$ cat config.mk
export PLATFORM = sky130hd
export DESIGN_NAME = chgpins
export DESIGN_NICKNAME = d
export VERILOG_FILES = /design/src/chgpins_pkg.sv /design/src/chgpins.sv
export SDC_FILE = /design/constraint.sdc
export NUM_CORES = 1
export LEC_CHECK = 0
export ABC_CLOCK_PERIOD_IN_PS = 2900
export BUFFER_PORTS_ARGS = -buffer_cell sky130_fd_sc_hd__buf_2
export CORE_ASPECT_RATIO = 1.5
export CORE_UTILIZATION = 55
export CTS_CLUSTER_DIAMETER = 120
export DETAILED_ROUTE_END_ITERATION = 7
export PLACE_DENSITY = 0.72
export SLEW_MARGIN = 20
export SYNTH_ARGS = -nofsm -noshare
export SYNTH_HDL_FRONTEND = slang
export SYNTH_SLANG_ARGS = --single-unit
$ cat constraint.sdc
create_clock -name SYS_CLK -period 2.9 [get_ports SYS_CLK]
set_input_delay 0.29 -clock SYS_CLK [delete_from_list [all_inputs] [get_ports SYS_CLK]]
set_output_delay 0.29 -clock SYS_CLK [all_outputs]
set_load 0.1 [all_outputs]
$ cat src/chgpins_pkg.sv
// Purpose: Shared constants and carriers for the charger status/control pin block
// Assumes: 100 MHz system clock, register bus with one-cycle read latency
// Notes:   Offsets, control fields, the control, limit and mask reset values and timing counts live here
package chgpins_pkg;

  // Clock rate and documented times
  localparam int unsigned CLK_HZ        = 100_000_000;
  localparam int unsigned BLINK_HZ      = 1;
  localparam int unsigned ALERT_US      = 256;
  // Half period of the fault blink, rounded down
  localparam int unsigned BLINK_HALF_CYC = CLK_HZ / (2 * BLINK_HZ);
  // Alert pulse length, clock MHz rounded down, nothing added
  localparam int unsigned ALERT_CYC     = (ALERT_US * (CLK_HZ / 1_000_000) + 0) ;

  // Register offsets
  localparam logic [7:0] OFS_CTRL   = 8'h00;
  localparam logic [7:0] OFS_DRIVE  = 8'h04;
  localparam logic [7:0] OFS_CURRENT_LIMIT_RESISTOR_PIN   = 8'h08;
  localparam logic [7:0] OFS_STATE  = 8'h0c;
  localparam logic [7:0] OFS_EVENT  = 8'h10;
  localparam logic [7:0] OFS_MASK   = 8'h14;

  // Control register fields
  localparam int CTRL_STAT_OFF = 0;
  localparam int CTRL_BOOST    = 1;
  localparam int CTRL_CHARGE   = 2;
  localparam int CTRL_PINLIM   = 3;
  localparam int CTRL_DET      = 4;
  localparam logic [7:0] CTRL_RESET = 8'h0c;

  // Field widths and resets
  localparam int LVL_W   = 3;
  localparam int LIM_W   = 6;
  localparam logic [LIM_W-1:0] LIM_RESET = 6'h08;
  localparam logic [7:0] MASK_RESET = 8'hff;

  // Event bits
  localparam int EV_CHG   = 0;
  localparam int EV_FAULT = 1;
  localparam int EV_DET   = 2;
  localparam int EV_W     = 3;

  // Port detection results
  typedef enum logic [2:0] {
    DET_NONE = 3'h0, DET_SDP = 3'h1, DET_CDP = 3'h2, DET_DCP = 3'h3, DET_HV = 3'h4
  } det_result_t;

  // Detection sequencer states, Gray along the path
  typedef enum logic [2:0] {
    DS_IDLE = 3'b000, DS_DCD = 3'b001, DS_PRIM = 3'b011,
    DS_SEC = 3'b010, DS_HV = 3'b110, DS_DONE = 3'b111
  } det_state_t;

  // Data-line drive carrier
  typedef struct packed {
    logic             oe;
    logic [LVL_W-1:0] level;
  } line_drive_t;

  // Register bus request
  typedef struct packed {
    logic [7:0] addr;
    logic [7:0] wdata;
    logic       wr;
    logic       rd;
  } reg_req_t;

endpackage

$ cat src/chgpins.sv
// Purpose: Status/alert pins, enable gating, data-line drive, detection, current limit
// Assumes: Pins arrive asynchronously; register bus is on SYS_CLK
// Notes:   Open-drain pins have output enables only; the wire is resolved outside
`timescale 1ns/100ps

// Operation
// - Status low while charging with charge on, else released
// - Any fault blinks status at 1 Hz
// - Disable bit stops status output entirely
// - Alert is one low 256 us pulse
// - Boost needs config bit and pin high
// - Charge needs config bit and pin low
// - D+ drives level when source or boost
// - D- drives level when source or boost
// - Run contact, primary, secondary, high-voltage detection
// - Limit is smaller of pin and register
// - Pin limit ignored when enable bit clear
module chgpins (
  // Clock, reset, enable
  input  wire  logic       SYS_CLK,
  input  wire  logic       RST,
  input  wire  logic       CE,
  // Register bus
  input  wire  logic [7:0] ADDR,
  input  wire  logic [7:0] WDATA,
  input  wire  logic       WR,
  input  wire  logic       RD,
  output logic       [7:0] RDATA,
  // Charger core status
  input  wire  logic       CHARGING,
  input  wire  logic       FAULT,
  input  wire  logic       SRC_PRESENT,
  input  wire  logic [5:0] PIN_LIMIT,
  // Host pins
  input  wire  logic       BOOST_PIN,
  input  wire  logic       CHARGE_EN_N,
  input  wire  logic       DPLUS_IN,
  input  wire  logic       DMINUS_IN,
  // Status and alert open-drain enables
  output logic             STAT_OE,
  output logic             ALERT_OE,
  // Data-line drivers
  output logic             DPLUS_OE,
  output logic       [2:0] DPLUS_LEVEL,
  output logic             DMINUS_OE,
  output logic       [2:0] DMINUS_LEVEL,
  // Core controls
  output logic             BOOST_ON,
  output logic             CHARGE_ON,
  output logic       [5:0] EFF_LIMIT,
  output logic       [2:0] PORT_TYPE,
  output logic             IRQ
);

  // Register state
  logic [7:0]  ctrl_q;                     // Control bits
  logic [5:0]  drive_q;                    // D- level [5:3], D+ level [2:0]
  logic [5:0]  lim_q;                      // Register input limit
  logic [7:0]  mask_q;                     // Interrupt mask
  logic [2:0]  event_q;                    // Sticky events
  // Pin synchronisers, three stages each
  logic [2:0]  sy_boost_q, sy_ce_q, sy_dp_q, sy_dm_q;
  logic        boost_pin_q, ce_pin_q, dp_q, dm_q;
  // Status and alert timing
  logic [25:0] blink_cnt_q;
  logic        blink_q;
  logic [15:0] alert_cnt_q, alert_hi_q;    // Alert countdown, alert width so far
  logic        chg_prev_q, fault_prev_q;
  // Detection
  chgpins_pkg::det_state_t  ds_q;
  chgpins_pkg::det_result_t res_q;
  logic        src_prev_q;
  logic        det_done_ev;
  logic        new_event;
  logic        rd_event;

  // Register bus decode of a read of the event register
  assign rd_event = RD && (ADDR == chgpins_pkg::OFS_EVENT);

  // Smaller of two limits
  function automatic logic [5:0] min6(input logic [5:0] a, input logic [5:0] b);
    min6 = (a < b) ? a : b;
  endfunction

  // Register writes
  always_ff @(posedge SYS_CLK) begin
    if (RST) begin
      ctrl_q  <= chgpins_pkg::CTRL_RESET;
      drive_q <= 6'h00;
      lim_q   <= chgpins_pkg::LIM_RESET;
      mask_q  <= chgpins_pkg::MASK_RESET;
    end else if (CE && WR) begin
      case (ADDR)
        chgpins_pkg::OFS_CTRL:  ctrl_q  <= WDATA;
        chgpins_pkg::OFS_DRIVE: drive_q <= WDATA[5:0];
        chgpins_pkg::OFS_CURRENT_LIMIT_RESISTOR_PIN:  lim_q   <= WDATA[5:0];
        chgpins_pkg::OFS_MASK:  mask_q  <= WDATA;
        default: ;
      endcase
    end
  end

  // Read data, one cycle after the strobe; unmapped reads return zero
  always_ff @(posedge SYS_CLK) begin
    if (RST) begin
      RDATA <= 8'h00;
    end else if (CE) begin
      RDATA <= 8'h00;
      if (RD) begin
        case (ADDR)
          chgpins_pkg::OFS_CTRL:  RDATA <= ctrl_q;
          chgpins_pkg::OFS_DRIVE: RDATA <= {2'h0, drive_q};
          chgpins_pkg::OFS_CURRENT_LIMIT_RESISTOR_PIN:  RDATA <= {2'h0, lim_q};
          chgpins_pkg::OFS_STATE: RDATA <= {res_q, ce_pin_q, boost_pin_q, FAULT, CHARGING,
                                            SRC_PRESENT};
          chgpins_pkg::OFS_EVENT: RDATA <= {5'h00, event_q};
          chgpins_pkg::OFS_MASK:  RDATA <= mask_q;
          default:                RDATA <= 8'h00;
        endcase
      end
    end
  end

  // Pin synchronisers; only the second and third stages are read
  always_ff @(posedge SYS_CLK) begin
    if (RST) begin
      sy_boost_q <= 3'h0;
      sy_ce_q    <= 3'h7;
      sy_dp_q    <= 3'h0;
      sy_dm_q    <= 3'h0;
    end else if (CE) begin
      sy_boost_q <= {sy_boost_q[1:0], BOOST_PIN};
      sy_ce_q    <= {sy_ce_q[1:0], CHARGE_EN_N};
      sy_dp_q    <= {sy_dp_q[1:0], DPLUS_IN};
      sy_dm_q    <= {sy_dm_q[1:0], DMINUS_IN};
    end
  end

  // Accept a pin change once stages two and three agree
  always_ff @(posedge SYS_CLK) begin
    if (RST) begin
      boost_pin_q <= 1'b0;
      ce_pin_q    <= 1'b1;
      dp_q        <= 1'b0;
      dm_q        <= 1'b0;
    end else if (CE) begin
      if (sy_boost_q[1] == sy_boost_q[2]) boost_pin_q <= sy_boost_q[2];
      if (sy_ce_q[1] == sy_ce_q[2])       ce_pin_q    <= sy_ce_q[2];
      if (sy_dp_q[1] == sy_dp_q[2])       dp_q        <= sy_dp_q[2];
      if (sy_dm_q[1] == sy_dm_q[2])       dm_q        <= sy_dm_q[2];
    end
  end

  // Boost and charge gating
  always_ff @(posedge SYS_CLK) begin
    if (RST) begin
      BOOST_ON  <= 1'b0;
      CHARGE_ON <= 1'b0;
    end else if (CE) begin
      BOOST_ON  <= ctrl_q[chgpins_pkg::CTRL_BOOST] && boost_pin_q;
      CHARGE_ON <= ctrl_q[chgpins_pkg::CTRL_CHARGE] && !ce_pin_q;
    end
  end

  // Effective input current limit
  always_ff @(posedge SYS_CLK) begin
    if (RST) begin
      EFF_LIMIT <= chgpins_pkg::LIM_RESET;
    end else if (CE) begin
      if (ctrl_q[chgpins_pkg::CTRL_PINLIM])
        EFF_LIMIT <= min6(PIN_LIMIT, lim_q);
      else
        EFF_LIMIT <= lim_q;
    end
  end

  // Data-line drivers, only with a source attached or boost active
  always_ff @(posedge SYS_CLK) begin
    if (RST) begin
      DPLUS_OE     <= 1'b0;
      DPLUS_LEVEL  <= 3'h0;
      DMINUS_OE    <= 1'b0;
      DMINUS_LEVEL <= 3'h0;
    end else if (CE) begin
      DPLUS_OE     <= (SRC_PRESENT || BOOST_ON) && (drive_q[2:0] != 3'h0);
      DPLUS_LEVEL  <= drive_q[2:0];
      DMINUS_OE    <= (SRC_PRESENT || BOOST_ON) && (drive_q[5:3] != 3'h0);
      DMINUS_LEVEL <= drive_q[5:3];
    end
  end

  // Port detection: contact, primary, secondary, high-voltage, one step a cycle
  always_ff @(posedge SYS_CLK) begin
    if (RST) begin
      ds_q       <= chgpins_pkg::DS_IDLE;
      res_q      <= chgpins_pkg::DET_NONE;
      src_prev_q <= 1'b0;
    end else if (CE) begin
      src_prev_q <= SRC_PRESENT;
      case (ds_q)
        chgpins_pkg::DS_IDLE: begin
          if (SRC_PRESENT && !src_prev_q && ctrl_q[chgpins_pkg::CTRL_DET]) begin
            ds_q  <= chgpins_pkg::DS_DCD;
            res_q <= chgpins_pkg::DET_NONE;
          end
        end
        // Data contact: wait for D+ to read low
        chgpins_pkg::DS_DCD: if (!dp_q) ds_q <= chgpins_pkg::DS_PRIM;
        // Primary: D- follows D+ means a charging port
        chgpins_pkg::DS_PRIM: begin
          if (dm_q) begin
            ds_q <= chgpins_pkg::DS_SEC;
          end else begin
            res_q <= chgpins_pkg::DET_SDP;
            ds_q  <= chgpins_pkg::DS_DONE;
          end
        end
        // Secondary: D+ high marks dedicated port
        chgpins_pkg::DS_SEC: begin
          if (dp_q) begin
            ds_q <= chgpins_pkg::DS_HV;
          end else begin
            res_q <= chgpins_pkg::DET_CDP;
            ds_q  <= chgpins_pkg::DS_DONE;
          end
        end
        // High-voltage adapter check
        chgpins_pkg::DS_HV: begin
          res_q <= (dp_q && dm_q) ? chgpins_pkg::DET_HV : chgpins_pkg::DET_DCP;
          ds_q  <= chgpins_pkg::DS_DONE;
        end
        chgpins_pkg::DS_DONE: if (!SRC_PRESENT) ds_q <= chgpins_pkg::DS_IDLE;
        default: ds_q <= chgpins_pkg::DS_IDLE;
      endcase
    end
  end

  assign det_done_ev = (ds_q == chgpins_pkg::DS_HV) || (ds_q == chgpins_pkg::DS_PRIM && !dm_q)
                     || (ds_q == chgpins_pkg::DS_SEC && !dp_q);

  // Result port
  always_ff @(posedge SYS_CLK) begin
    if (RST) PORT_TYPE <= 3'h0;
    else if (CE) PORT_TYPE <= res_q;
  end

  // Edge memory for event detection
  always_ff @(posedge SYS_CLK) begin
    if (RST) begin
      chg_prev_q   <= 1'b0;
      fault_prev_q <= 1'b0;
    end else if (CE) begin
      chg_prev_q   <= CHARGING;
      fault_prev_q <= FAULT;
    end
  end

  // Fresh edges only, so a held condition does not retrigger
  assign new_event = (CHARGING != chg_prev_q) || (FAULT && !fault_prev_q) || det_done_ev;

  // Sticky events; a set in the clearing cycle wins
  always_ff @(posedge SYS_CLK) begin
    if (RST) begin
      event_q <= 3'h0;
    end else if (CE) begin
      event_q <= (rd_event ? 3'h0 : event_q)
               | {det_done_ev, FAULT && !fault_prev_q, CHARGING != chg_prev_q};
    end
  end

  // Interrupt level
  always_ff @(posedge SYS_CLK) begin
    if (RST) IRQ <= 1'b0;
    else if (CE) IRQ <= |(event_q & mask_q[2:0]);
  end

  // Alert pulse timer, fixed length, started by a new event when idle
  always_ff @(posedge SYS_CLK) begin
    if (RST) begin
      alert_cnt_q <= 16'h0000;
      ALERT_OE    <= 1'b0;
    end else if (CE) begin
      if (alert_cnt_q != 16'h0000) begin
        alert_cnt_q <= alert_cnt_q - 16'h0001;
        ALERT_OE    <= (alert_cnt_q != 16'h0001);
      end else if (new_event) begin
        alert_cnt_q <= 16'(chgpins_pkg::ALERT_CYC);
        ALERT_OE    <= 1'b1;
      end
    end
  end

  // Alert width so far, read only by the width check
  always_ff @(posedge SYS_CLK) begin
    if (RST) alert_hi_q <= 16'h0000;
    else if (CE) alert_hi_q <= ALERT_OE ? alert_hi_q + 16'h0001 : 16'h0000;
  end

  // Blink timer, toggles each half second while a fault stands
  always_ff @(posedge SYS_CLK) begin
    if (RST) begin
      blink_cnt_q <= 26'h0000000;
      blink_q     <= 1'b0;
    end else if (CE) begin
      if (!FAULT) begin
        blink_cnt_q <= 26'h0000000;
        blink_q     <= 1'b0;
      end else if (blink_cnt_q == 26'(chgpins_pkg::BLINK_HALF_CYC - 1)) begin
        blink_cnt_q <= 26'h0000000;
        blink_q     <= !blink_q;
      end else begin
        blink_cnt_q <= blink_cnt_q + 26'h0000001;
      end
    end
  end

  // Status pin drive
  always_ff @(posedge SYS_CLK) begin
    if (RST) begin
      STAT_OE <= 1'b0;
    end else if (CE) begin
      if (ctrl_q[chgpins_pkg::CTRL_STAT_OFF])
        STAT_OE <= 1'b0;
      else if (FAULT)
        STAT_OE <= !blink_q;
      else
        STAT_OE <= CHARGING && CHARGE_ON;
    end
  end

  // Alert lasts exactly the set length once started
  a_alert_len: assert property (@(posedge SYS_CLK) disable iff (RST || !CE)
    $fell(ALERT_OE) |-> alert_hi_q == 16'(chgpins_pkg::ALERT_CYC))
    else $error("alert pulse length wrong");
  // Disabled status never drives
  a_stat_off: assert property (@(posedge SYS_CLK) disable iff (RST)
    CE && ctrl_q[chgpins_pkg::CTRL_STAT_OFF] |=> !STAT_OE) else $error("status driven");
  // Boost follows bit and pin
  a_boost_gate: assert property (@(posedge SYS_CLK) disable iff (RST)
    CE |=> BOOST_ON == $past(ctrl_q[chgpins_pkg::CTRL_BOOST] && boost_pin_q))
    else $error("boost gate");
  // Charge follows bit and low pin
  a_charge_gate: assert property (@(posedge SYS_CLK) disable iff (RST)
    CE |=> CHARGE_ON == $past(ctrl_q[chgpins_pkg::CTRL_CHARGE] && !ce_pin_q))
    else $error("charge gate");
  // Limit never above register
  a_limit_min: assert property (@(posedge SYS_CLK) disable iff (RST)
    CE |=> EFF_LIMIT <= $past(lim_q)) else $error("limit too high");
  // Pin ignored when disabled
  a_limit_reg: assert property (@(posedge SYS_CLK) disable iff (RST)
    CE && !ctrl_q[chgpins_pkg::CTRL_PINLIM] |=> EFF_LIMIT == $past(lim_q))
    else $error("pin limit used");
  // D+ drives only with source or boost
  a_dplus_gate: assert property (@(posedge SYS_CLK) disable iff (RST)
    DPLUS_OE |-> $past(SRC_PRESENT || BOOST_ON)) else $error("dplus drive");
  // D- drives only with source or boost
  a_dminus_gate: assert property (@(posedge SYS_CLK) disable iff (RST)
    DMINUS_OE |-> $past(SRC_PRESENT || BOOST_ON)) else $error("dminus drive");
  // Detection ends within three cycles of the primary step
  a_det_bound: assert property (@(posedge SYS_CLK) disable iff (RST || !CE)
    ds_q == chgpins_pkg::DS_PRIM |-> ##[1:3] ds_q == chgpins_pkg::DS_DONE)
    else $error("detection stuck");
  // Steady status without fault
  a_stat_steady: assert property (@(posedge SYS_CLK) disable iff (RST)
    CE && !FAULT && !ctrl_q[chgpins_pkg::CTRL_STAT_OFF] |=> STAT_OE == $past(CHARGING && CHARGE_ON))
    else $error("status level");

endmodule

==> impl_metrics.yaml, run 1 <==
run_status:
  status: "finished, final reports clean"
cts:
  clockBufferDepth: 2
  numCtsBuffers: 17
  cts_setup_buffers: 0
  cts_tree: "built"
  post_cts_resized: 0
  worstSkewPairLatency_ns: 0.41
  cts_hold_buf: 0
  cts_sinks: 129
  cts-root-buf: "clkbuf_16"
  h-tree-depth: 4
  clk_pin_slew_ns: 0.06
worst_setup_path:
  max_stage_delay_ns: 0.54
  critPathKind: "flop to flop"
  cp-end-kind: "flop"
  cp-start-kind: "flop"
  critPathSlowestCell: "or4b_1"
  crit_chain: "inv_1, ha_1, or3b_2, or4_1, or4b_1, a21oi_1, o221a_1"
  cp_max_fo: 7
  required_ns: 3.25
  arrival_ns: 2.88
floorplanning:
  dieArea_mm2: 0.0113
  initial_core_util: 0.566
  die_y_um: 130
  design.core.area_mm2: 0.0106
  dieWidth_um: 87.2
  ios: 64
  rows: 46
synthesis:
  synth_fp_nets: 734
  synthAdderAreaFrac: 0.0188
  async_flop_share: 0
  synth_compound_area_frac: 0.139
  synth_warnings: 0
  netlist_instances: 691
  synth.avg_cell_area_um2: 8.67
  synth_cell_types: 64
  syn_area_mm2: 0.00599
  ys_dominant_reg_cell: "dfxtp_1"
  synth_edf_count: 0
  ys_ff_latch: 129
  synth_top_family_by_area: "simple AND/OR/NAND/NOR gates"
  synthMuxAreaShare: 0.104
  synth_xor_area_frac: 0.0365
  yosysSeqAreaShare: 0.431
  synthSimpleGateAreaFrac: 0.230
timing:
  hold_violations: 0
  worst_pin_slew_ns: 0.739
  clock_skew_ns: 0.00795
  fin_crit_sh: 0.872
  relSlewSlack: 0.501
  post-route-min-period_ns: 2.53
  fin_setup_tns_ns: 0
  finalSetupViolations: 0
  fmax_mhz: 396
  rsz0062_at_grt: "false"
  finalMaxSlewViolations: 0
min_path:
  min_path_type: "primary input to flop"
global_route:
  grt_pass1_vias: 5120
  grt_max_degree: 56
  overflow: 0
  grt_antenna_before_repair: 0
  grt_use_total: 0.278
  grt_first_pass_wirelength_mm: 24.2
place:
  numPortBuffers: 63
  dpl.hpwl_mm: 10.3
  routabilityCongestion: 0.866
detailed_routing:
  viasPerCell: 5.86
  final_antenna_net_count: 0
  drtPass1Iterations: 5
  remaining_drc_errors: 0
  post_drt_wl_per_cell_um: 16.7
  wirelength_mm: 15.0
  vias: 5285
  drt_iter0_markers: 279
pwr:
  powerDensity_mw_per_mm2: 808
  p_total_mw: 5.74
  p_leak_nw: 2.90
  peakVddDrop_mv: 0.431
finish:
  final_cell_mix: "129 x dfxtp_1, 93 x nor2_1, 63 x buf_2"
  layout_commonest_cell: "dfxtp_1"
  fillers: 913
  multi_input_area_mm2: 0.00317
  regArea_mm2: 0.00258
  drive_gt1_frac: 0.161
  syn_to_final_growth_pct: 18.6
  antennaDiodeCount: 0
  finalNetCount: 788
run:
  cap_violations: 0
## cell families (layout without fill, tap and decap cells)
family / after synthesis / in the layout
compound gates: 129 / 129
xor+xnor: 25 / 25
fa+ha+maj: 9 / 9
buf+inv: 64 / 131
flops: 129 / 129
mux: 62 / 62
simple gates: 273 / 273
## report_power, final
group          internal, mW  switching, mW  leakage [nW]  total (mW)
Clock                  1.60          0.796         0.322        2.39
Sequential             1.92          0.191          1.05        2.11
Combinational         0.518          0.718          1.53        1.24
Total                  4.04           1.70          2.90        5.74
## layout make-up
type                            instances  area share
Multi-Input combinational cell        498       0.447
Clock inverter                         12      0.0289
Clock buffer                           20      0.0657
Inverter                               23      0.0121
Sequential cell                       129       0.363
Tap cell                              144      0.0253
Timing Repair Buffer                   76      0.0581
## routing by layer
| metal | routed length, um | GRT usage | part of all wire | vias up |
|---|---|---|---|---|
| li1 | - | - | - | 2591 |
| met2 | 7940 | 0.502 | 0.53 | 162 |
| met4 | 433 | 0.129 | 0.029 | 0 |
| met3 | 805 | 0.0664 | 0.053 | 34 |
| met1 | 5870 | 0.305 | 0.39 | 2498 |
| met5 | 0 | 0 | 0 | - |
## flip-flops by register name, indices dropped and copies added, names as in the netlist, 6 cells and up
| signal | cells |
|---|---|
| EFF_LIMIT | 6 |
| RDATA | 8 |
| alert_cnt_q | 16 |
| blink_cnt_q | 26 |
| ctrl_q | 8 |
| drive_q | 6 |
| lim_q | 6 |
| mask_q | 8 |
## stage by stage
step,utilization,setup WS [ns],cells,hold slack (ns),area (um2)
after floorplan,-,0.530,691,0.415,5990
after global placement,0.608,0.469,870,0.453,6440
after detailed placement,0.608,0.412,870,0.460,6440
after CTS,0.671,0.387,902,0.0879,7110
after global routing,0.671,0.259,902,0.0910,7110
final,0.671,0.372,902,0.0950,7110
## final timing paths
check,slack (ns),cells after the start,to,startpoint
max reg2reg,0.37,7,alert_cnt_q[14]$_SDFFE_PP0P_,alert_cnt_q[0]$_SDFFE_PP0P_
max,0.37,7,alert_cnt_q[14]$_SDFFE_PP0P_,alert_cnt_q[0]$_SDFFE_PP0P_
min reg2reg,0.47,2,RDATA[0]$_SDFFE_PP0P_,RDATA[0]$_SDFFE_PP0P_
min,0.09,3,sy_ce_q[0]$_SDFFE_PP1P_,CHARGE_EN_N
## synthesized netlist by cell type, types with 8 or more instances
cell type  number  share of area
inv_1          23          0.014
nor3_1         12          0.010
nand4_1        12          0.013
o21ai_0        24          0.020
or4_1           8          0.010
a21oi_1        42          0.035
ha_1            9          0.019
mux2i_1        60           0.10
a21o_1          9          0.011
xor2_1          8          0.012
or3_1          11          0.011
xnor2_1        17          0.025
nor4_1         15          0.016
nand2_1        60          0.038
clkbuf_1       33          0.021
nand3_1        16          0.013
nor2_1         93          0.058
dfxtp_1       129           0.43
## worst max-delay path: cells and delay by family, from the launching register on
family	cells	cell delay, ns
compound gates	2	0.34
flops	1	0.34
fa+ha+maj	1	0.17
buf+inv	1	0.12
simple gates	3	1.50
Note: power is estimated with default switching activity, not from simulation.
==> run 2: changes to the inputs <==
- CORE_MARGIN: unset -> 2
==> run 2 against run 1 <==
  * Final cell count down 0.22%
  * Highest routed layer unchanged
  * Sequential power about the same
  * Largest cell class unchanged
  * Design area down 0.88%
==> impl_metrics.yaml, run 2 (same netlist as run 1, synthesis figures left out) <==
run_status:
  status: "finished, final reports clean"
timing:
  clock_skew_ns: 0.0152
  fin_setup_tns_ns: 0
  finalSetupViolations: 0
  hold_ws_ns: 0.0944
  worst_pin_slew_ns: 0.739
  finalMaxSlewViolations: 0
  rsz0062_at_grt: "false"
  fmax_mhz: 386
  fin_crit_sh: 0.894
  post-route-min-period_ns: 2.59
  hold_violations: 0
  relSlewSlack: 0.504
cts:
  numCtsBuffers: 17
  cts_sinks: 129
  cts-root-buf: "clkbuf_16"
  cts_setup_buffers: 0
  post_cts_resized: 0
  clk_pin_slew_ns: 0.06
  cts_hold_buf: 0
  worstSkewPairLatency_ns: 0.42
  h-tree-depth: 4
  cts_tree: "built"
  clockBufferDepth: 2
global_route:
  grt_first_pass_wirelength_mm: 24.2
  grt_antenna_before_repair: 0
  grt_use_total: 0.258
  grt_pass1_vias: 5184
  grt_max_degree: 55
  overflow: 0
finish:
  final_cell_mix: "129 x dfxtp_1, 93 x nor2_1, 63 x buf_2"
  layout_commonest_cell: "dfxtp_1"
  largest_reg_flops: 26
  syn_to_final_growth_pct: 17.6
  antennaDiodeCount: 0
  drive_gt1_frac: 0.159
  instances_no_fill: 900
  final_util: 0.665
  reg.largest.list: "blink_cnt_q x26, alert_cnt_q x16"
  top_register: "blink_cnt_q"
  finalNetCount: 787
worst_setup_path:
  crit_chain: "inv_1, ha_1, or4b_2, a211oi_1, or2_2, a311oi_1"
  arrival_ns: 2.86
  cp-end-kind: "flop"
  ff2ff_setup_slack_ns: 0.31
  cp-start-kind: "flop"
  critPathSlowestCell: "or4b_2"
  cp_max_fo: 7
  max_stage_delay_ns: 0.70
  required_ns: 3.17
  critPathKind: "flop to flop"
floorplanning:
  dieWidth_um: 89.2
  design.core.area_mm2: 0.0106
  die_y_um: 132
  rows: 46
  ios: 64
  initial_core_util: 0.566
  dieArea_mm2: 0.0118
detailed_routing:
  drt_iter0_markers: 215
  remaining_drc_errors: 0
  vias: 5152
  drtPass1Iterations: 4
  final_antenna_net_count: 0
  post_drt_wl_per_cell_um: 16.2
  viasPerCell: 5.72
  wirelength_mm: 14.5
place:
  post-place-cells: 869
  dpl.hpwl_mm: 10.2
  routabilityCongestion: 0.850
  numPortBuffers: 63
run:
  cap_violations: 0
pwr:
  peakVddDrop_mv: 0.391
  powerDensity_mw_per_mm2: 791
  p_leak_nw: 2.86
min_path:
  min_path_type: "primary input to flop"
-- run 2: changes by cell type in the layout (fill, tap and decap cells not counted), sizes merged --
cell / before / now
clkbuf: 20 / 17
clkinvlp: 2 / 4
buf: 76 / 75
bufinv: 5 / 4
clkinv: 5 / 6
-- run 2: critical path: cells and delay by family, from the launching register on --
kind	cells	cell delay, ns
AO/OA/AOI/OAI	2	0.77
adder cells (fa/ha/maj)	1	0.19
buffers and inverters	1	0.09
flip-flops	1	0.40
AND/OR/NAND/NOR	2	1.00
-- run 2: per-stage QoR --
step	instance area [um2]	setup WS (ns)	total power, mW
after floorplan	5990	0.530	3.04
after global placement	6430	0.443	3.31
after detailed placement	6430	0.352	3.37
after CTS	7050	0.337	5.60
after global routing	7050	0.141	5.84
final	7050	0.307	5.58
-- run 2: path summary, 6_finish.rpt --
check	startpoint	endpoint	cells after the start
worst max-delay path	lim_q[3]$_SDFFE_PP1P_	EFF_LIMIT[2]$_SDFFE_PP0P_	6
worst min-delay path	CHARGE_EN_N	sy_ce_q[0]$_SDFFE_PP1P_	3
worst max register to register	lim_q[3]$_SDFFE_PP1P_	EFF_LIMIT[2]$_SDFFE_PP0P_	6
worst min register to register	RDATA[1]$_SDFFE_PP0P_	RDATA[1]$_SDFFE_PP0P_	2
-- run 2: per-layer routing --
metal | share of wire | vias to the layer above | wire length [um] | GRT usage
li1 | - | 2578 | - | -
met1 | 0.41 | 2429 | 5980 | 0.304
met2 | 0.52 | 120 | 7620 | 0.438
met3 | 0.042 | 25 | 607 | 0.0614
met4 | 0.023 | 0 | 335 | 0.108
met5 | 0 | - | 0 | 0
-- run 2: where the power goes --
group          switching, mW  internal (mW)
Sequential             0.190           1.92
Clock                  0.792           1.43
Combinational          0.723          0.519
Total                   1.70           3.87
-- run 2: layout make-up --
class / instances / area (um2)
Clock buffer: 17 / 425
Clock inverter: 14 / 191
Fill cell: 923 / 3540
Inverter: 23 / 86.3
Multi-Input combinational cell: 498 / 3170
Sequential cell: 129 / 2580
Tap cell: 144 / 180
Timing Repair Buffer: 75 / 405
